### config.mk
export PLATFORM = sky130hd
export DESIGN_NAME = rmsr_select_read
export DESIGN_NICKNAME = d
export VERILOG_FILES = /design/src/inc/rmsr_pkg.sv /design/src/verilog/rmsr_select_read.sv
export SDC_FILE = /design/constraint.sdc
export NUM_CORES = 1
export LEC_CHECK = 0
export BUFFER_PORTS_ARGS = -buffer_cell sky130_fd_sc_hd__buf_4
export CORE_MARGIN = 2
export CORE_UTILIZATION = 35
export CTS_CLUSTER_DIAMETER = 150
export CTS_CLUSTER_SIZE = 20
export DETAILED_ROUTE_END_ITERATION = 8
export PLACE_DENSITY = 0.69
export SYNTH_ARGS = -nofsm -noshare
export SYNTH_HDL_FRONTEND = slang
export SYNTH_SLANG_ARGS = --single-unit
### constraint.sdc
create_clock -name clk -period 2.35 [get_ports clk]
set_clock_uncertainty 0.2 [all_clocks]
set_input_delay 0.1175 -clock clk [delete_from_list [all_inputs] [get_ports clk]]
set_output_delay 0.1175 -clock clk [all_outputs]
set_load 0.05 [all_outputs]
### src/inc/rmsr_pkg.sv
`default_nettype none
package rmsr_pkg;
  localparam int unsigned DataWidth = 64;
  localparam int unsigned IdWidth = 10;
  localparam int unsigned CountWidth = 62;
  // Event selection fields
  localparam int unsigned EvtLsb = 0;
  localparam int unsigned EvtMsb = 7;
  localparam int unsigned IdLsb = 32;
  localparam int unsigned IdMsb = 41;
  // Readout flag positions
  localparam int unsigned ErrBit = 63;
  localparam int unsigned UnavailBit = 62;
  // Writable masks; every other bit is reserved and reads as zero
  localparam logic [63:0] SelWritableMask = 64'h0000_03ff_0000_00ff;
  localparam logic [63:0] AssocWritableMask = 64'h0000_0000_0000_03ff;
  localparam logic [63:0] SelResetVal = 64'h0000_0000_0000_0000;
  localparam logic [63:0] AssocResetVal = 64'h0000_0000_0000_0000;
  // Highest identifier the monitor tracks; plain default
  localparam logic [IdWidth-1:0] HighestIdentifier = 10'h3ff;
  // Event codes
  localparam logic [7:0] EvtOccupancy = 8'h01;
  localparam logic [7:0] EvtTotalBw = 8'h02;
  localparam logic [7:0] EvtLocalBw = 8'h03;
  // Supported events, bit n for code n; plain default supports all three
  localparam logic [3:0] EvtSupportMask = 4'he;

  typedef enum logic [2:0] {
    RegEventSelect = 3'b001,
    RegThreadAssoc = 3'b010,
    RegCounterReadout = 3'b100
  } reg_sel_type;

  typedef struct packed {
    logic [63:42] resvHi;
    logic [IdWidth-1:0] monitoringIdentifier;
    logic [31:8] resvLo;
    logic [7:0] eventCodeField;
  } sel_type;

  typedef struct packed {
    logic error;
    logic unavailable;
    logic [CountWidth-1:0] data;
  } ctr_type;
endpackage
`default_nettype wire

### src/verilog/rmsr_select_read.sv
// Overview of operation
// - The low byte of the event select register picks which metric the readout reports.
// - Bits 41 down to 32 of the event select register name the identifier being read.
// - Any active identifier is accepted and the field is as wide as the association identifier.
// - An unsupported identifier or event code sets the error flag, bit 63, of the readout.
// - Data not yet available for the identifier sets the unavailable flag, bit 62.
// - The 62-bit data field is meaningful only when both flags are clear.
// - No interrupt or threshold trigger exists; values are only obtained by explicit reads.
// - This register pair is independent of the general performance counters.
// - Event select and association registers may be read and written at any time.
// - A write that changes a reserved bit is rejected with a protection fault, code zero.
// - A write with an identifier above the highest identifier is rejected with a fault.
// - Association and monitoring state are unchanged across system management interrupts.
// - Deep power states may lower occupancy counts and flushing may raise bandwidth counts.
// - Event codes 01h occupancy, 02h total bandwidth, 03h local bandwidth; others reserved.
`default_nettype none
module rmsr_select_read (
  input wire logic clk, // 20 MHz clock
  input wire logic rst_n, // Async reset, active low
  input wire logic accWrite, // Special register write instruction strobe
  input wire logic accRead, // Special register read instruction strobe
  input wire rmsr_pkg::reg_sel_type accReg, // Register addressed
  input wire logic [rmsr_pkg::DataWidth-1:0] accWrData, // Write data
  output logic [rmsr_pkg::DataWidth-1:0] accRdData, // Read data, registered
  output logic accRdValid, // Read data valid pulse
  output logic accFault, // Protection fault pulse, error code zero
  output logic [rmsr_pkg::IdWidth-1:0] activeIdentifier, // Identifier tagging this thread
  output logic [rmsr_pkg::IdWidth-1:0] queryIdentifier, // Identifier asked of the monitor
  output logic [7:0] queryEvent, // Event code asked of the monitor
  input wire logic [rmsr_pkg::CountWidth-1:0] queryCount, // Monitor count for the query
  input wire logic queryAvailable // Monitor has data for the query
);

  function automatic logic evtSupported(input logic [7:0] code);
    logic ok;
    ok = 1'b0;
    if (code == rmsr_pkg::EvtOccupancy || code == rmsr_pkg::EvtTotalBw ||
        code == rmsr_pkg::EvtLocalBw) begin
      ok = rmsr_pkg::EvtSupportMask[code[1:0]];
    end
    return ok;
  endfunction

  rmsr_pkg::sel_type selQ;
  logic [rmsr_pkg::DataWidth-1:0] assocQ;
  logic [rmsr_pkg::DataWidth-1:0] rdDataQ;
  logic rdValidQ;
  logic faultQ;

  wire logic selAccess = (accReg == rmsr_pkg::RegEventSelect);
  wire logic assocAccess = (accReg == rmsr_pkg::RegThreadAssoc);
  wire logic ctrAccess = (accReg == rmsr_pkg::RegCounterReadout);

  // Reserved bits hold zero, so any one in the write changes a reserved bit
  wire logic [rmsr_pkg::DataWidth-1:0] writeMask =
    selAccess ? rmsr_pkg::SelWritableMask : rmsr_pkg::AssocWritableMask;
  wire logic resvTouched = |(accWrData & ~writeMask);
  wire logic [rmsr_pkg::IdWidth-1:0] writeId = selAccess ?
    accWrData[rmsr_pkg::IdMsb:rmsr_pkg::IdLsb] : accWrData[rmsr_pkg::IdWidth-1:0];
  wire logic idTooHigh = writeId > rmsr_pkg::HighestIdentifier;
  // The readout is read only; a write to it faults as well
  wire logic writeBad = accWrite && (ctrAccess || resvTouched || idTooHigh);
  wire logic writeSel = accWrite && selAccess && !writeBad;
  wire logic writeAssoc = accWrite && assocAccess && !writeBad;

  // Readout built live from the latest selection, never a stale snapshot
  wire logic selIdBad = selQ.monitoringIdentifier > rmsr_pkg::HighestIdentifier;
  wire logic selErr = selIdBad || !evtSupported(selQ.eventCodeField);
  rmsr_pkg::ctr_type ctrNow;
  assign ctrNow.error = selErr;
  assign ctrNow.unavailable = !selErr && !queryAvailable;
  // Count passed through as the monitor reports it; may fall or rise between reads
  // Count zeroed unless both flags clear, so stale data never leaks
  assign ctrNow.data = (selErr || !queryAvailable) ? '0 : queryCount;

  wire logic [rmsr_pkg::DataWidth-1:0] readMux =
    selAccess ? rmsr_pkg::DataWidth'(selQ) :
    assocAccess ? assocQ : rmsr_pkg::DataWidth'(ctrNow);

  // Only special register writes change state; no other event reaches it
  always_ff @(posedge clk or negedge rst_n) begin
    if (!rst_n) begin
      selQ <= rmsr_pkg::SelResetVal;
      assocQ <= rmsr_pkg::AssocResetVal;
    end else begin
      if (writeSel) begin
        selQ <= accWrData & rmsr_pkg::SelWritableMask;
      end
      if (writeAssoc) begin
        assocQ <= accWrData & rmsr_pkg::AssocWritableMask;
      end
    end
  end

  always_ff @(posedge clk or negedge rst_n) begin
    if (!rst_n) begin
      rdDataQ <= '0;
      rdValidQ <= 1'b0;
      faultQ <= 1'b0;
    end else begin
      rdValidQ <= accRead;
      faultQ <= writeBad;
      if (accRead) begin
        rdDataQ <= readMux;
      end
    end
  end

  // No interrupt output: values leave only through reads
  assign accRdData = rdDataQ;
  assign accRdValid = rdValidQ;
  assign accFault = faultQ;
  assign activeIdentifier = assocQ[rmsr_pkg::IdWidth-1:0];
  // Query path is private to this pair, separate from performance counters
  assign queryIdentifier = selQ.monitoringIdentifier;
  assign queryEvent = selQ.eventCodeField;

endmodule // rmsr_select_read
`default_nettype wire

==> results.json <==
{
  "status": "complete, no violations",
  "synth_top_cells_by_count": "94 x dfrtp_1, 42 x a22o_1, 18 x mux2_2, 16 x nor2_1, 14 x clkbuf_1",
  "grt_pass1_wl_mm": 20.2,
  "syn-num-nets": 433,
  "synth-simple-area-share_pct": 9.75,
  "cts-root-buf": "clkbuf_8",
  "fin_area_um2": 6930,
  "seqCellArea_um2": 2360,
  "p_leak_nw": 3.49,
  "clkSinkCount": 94,
  "core_um2": 10900,
  "synth_seq_cells": 94,
  "placed_area_um2": 5790,
  "global_route.overflow_total": 0,
  "drv_cap": 0,
  "synth_edf_count": 0,
  "finalSetupViolCount": 0,
  "chipWidth_um": 110,
  "synth_compound_area_share_pct": 17.5,
  "synth_fa_ha_area_share_pct": 0,
  "fin_tns_setup_ns": 0,
  "grt_max_degree": 52,
  "clk_pin_slew_ns": 0.09,
  "nFillCells": 814,
  "syn_to_final_growth_pct": 77.2,
  "initial_utilization_pct": 35.9,
  "critical_path_class": "flop to flop",
  "timing.final.crit_share_pct": 99.1,
  "report.final.slew_viol_count": 0,
  "netlist_area_um2": 3910,
  "gp_congestion": 0.778,
  "synth_top_family_by_area": "compound AO/OA/AOI/OAI gates",
  "cpPeakStageDelay_ns": 0.55,
  "crit_family": "simple AND/OR/NAND/NOR gates",
  "vias_per_cell": 5.12,
  "clk_path_buf_depth": 2,
  "synthFlopType": "dfrtp_1",
  "io_pins": 228,
  "cts_tree": "done",
  "setup_ws_ns": 0.0209,
  "synth_mux_area_share_pct": 9.02,
  "worst_pin_slew_ns": 0.556,
  "synth-xor-area-share_pct": 0,
  "syn_area_per_cell_um2": 13.1,
  "grt_usage_pct": 22.0,
  "syn_inst": 299,
  "grt_pass1_vias": 4048,
  "nets": 752,
  "netlist.area_leader.share_pct": 60.1,
  "vias": 3911,
  "p_per_area_nw_per_um2": 476,
  "dr.pass1.iters": 6,
  "num_rows": 38,
  "cp_slowest_cell": "or4_4",
  "rsz0062_at_grt": "yes",
  "crit_path_start_kind": "flop",
  "dp_hpwl_mm": 9.17,
  "multiInputGateArea_um2": 1440,
  "final_core_util_pct": 63.7,
  "synthArstFlopShare_pct": 100,
  "timing.fmax_mhz": 429,
  "cp.arrival_ns": 2.41,
  "yosysMostFrequentCell": "dfrtp_1",
  "worst_ep_required_time_ns": 2.43,
  "synth_cell_types": 35,
  "avgRoutedWirePerCell_um": 18.2,
  "synth.area.top_cells": "dfrtp_1 60%, a22o_1 9.4%, mux2_2 5.2%",
  "wirelength_mm": 13.9,
  "ys_seq_area_share_pct": 60.1,
  "path_max_fanout": 22,
  "end_kind": "flop",
  "drt_iter0_drc": 295,
  "hp-class": "primary input to flop",
  "p_total_mw": 3.30,
  "post-place-ws_ns": 0.100,
  "synth_warnings": 0,
  "ir_drop_v": 0.000267,
  "cts_buffers": 9,
  "grt_antenna_before_repair": 1,
  "drc": 0,
  "dieArea_um2": 12000,
  "port-buffer-count": 227,
  "drtAntennaViolNets": 0,
  "relSlewSlack_pct": 62.9,
  "post-route-min-period_ns": 2.33,
  "drive_above_1_share_pct": 47.7,
  "die_height_um": 110,
  "crit_buf_inv": 1,
  "yosys.area.top_type": "dfrtp_1",
  "hold_violations": 0,
  "clk_latency_ns": 0.35,
  "crit_path_cell_trace": "or4_4 -> nor4_4 -> and3b_1 -> and3_2 -> clkbuf_16 -> a221o_1",
  "htreeDepth": 3
}
## path summary, 6_finish.rpt
kind	from	end	slack, ns	depth (start not counted)
max	queryEvent[3]	accRdData[9]	0.02	6
min	accWrData[28]	accFault	0.06	6
max reg2reg	queryEvent[3]	accRdData[9]	0.02	6
min reg2reg	accRdData[7]	accRdData[7]	0.30	1
max in group asynchronous	rst_n	queryEvent[5]	1.15	3
min in group asynchronous	rst_n	accRdData[11]	0.08	2
## final cells by class
class,instances,share of cell area [%]
inverter,2,0.108
sequential,94,34.0
tap,140,2.53
multi-input combinational,180,20.8
antenna,1,0.0361
clock buffer,13,2.29
timing repair buffer,331,39.6
clock inverter,3,0.613
## metal layers
metal | GRT usage (%) | routed length (um) | vias to the layer above
met5 | 0 | 0 | -
met4 | 9.76 | 326 | 0
met3 | 4.68 | 985 | 25
met2 | 40.6 | 7420 | 214
met1 | 24.0 | 5210 | 1889
li1 | - | - | 1783
## through the flow
stage / std cells / hold slack [ns]
after detailed placement: 655 / -0.0598
after global routing: 764 / 0.0748
after floorplan: 299 / -0.378
final: 764 / 0.0574
after CTS: 760 / 0.0381
after global placement: 655 / -0.0608
## repair_timing
action                                 4_1_cts  5_1_grt
hold buffers                                89        0
endpoints found under the hold margin      136        0
setup endpoints to repair                    0       41
setup buffers                                0        3
gates resized for setup                      0        4
## report_power, final
group          internal, mW  leakage (nW)  total (mW)  switching, mW
logic                 0.294          2.11       0.549          0.254
registers              1.64          1.28        1.65         0.0141
clock network         0.550        0.0996        1.10          0.550
total                  2.48          3.49        3.30          0.819
## cell usage in the layout (no fill, tap or decap), types with 2 or more instances in the layout
cell type        n
o2bb2ai_1        8
nand2_1         13
mux2_4          10
o21ai_0          8
a22o_1          42
clkbuf_1         2
nand3_1         11
dfrtp_1         91
dlygate4sd3_1   88
clkbuf_8        11
or4_4            2
nand4_1          2
a221o_1          2
nor2_1          16
buf_12           2
nor4_1          12
nor3b_2          2
nor2b_1          2
buf_4          240
dfrtp_2          3
a221oi_1         8
mux2_2          18
a31oi_1         11
## worst register-to-register path: cells and delay by family, from the launching register on
kind | cells | cell delay (ns)
and+or+nand+nor | 4 | 1.29
DFF | 1 | 0.41
buffers and inverters | 1 | 0.22
AOI/OAI and AO/OA | 1 | 0.16
## registers in the layout (all words and copies together), names as in the netlist
signal / cells
queryEvent: 8
accFault: 1
accRdValid: 1
queryIdentifier: 10
accRdData: 64
assocQ: 10
## logic make-up after synthesis
group           count (synthesis)
flops                          94
compound gates                 83
simple gates                   69
mux                            28
buf+inv                        25
Note: power is estimated with default switching activity, not from simulation.
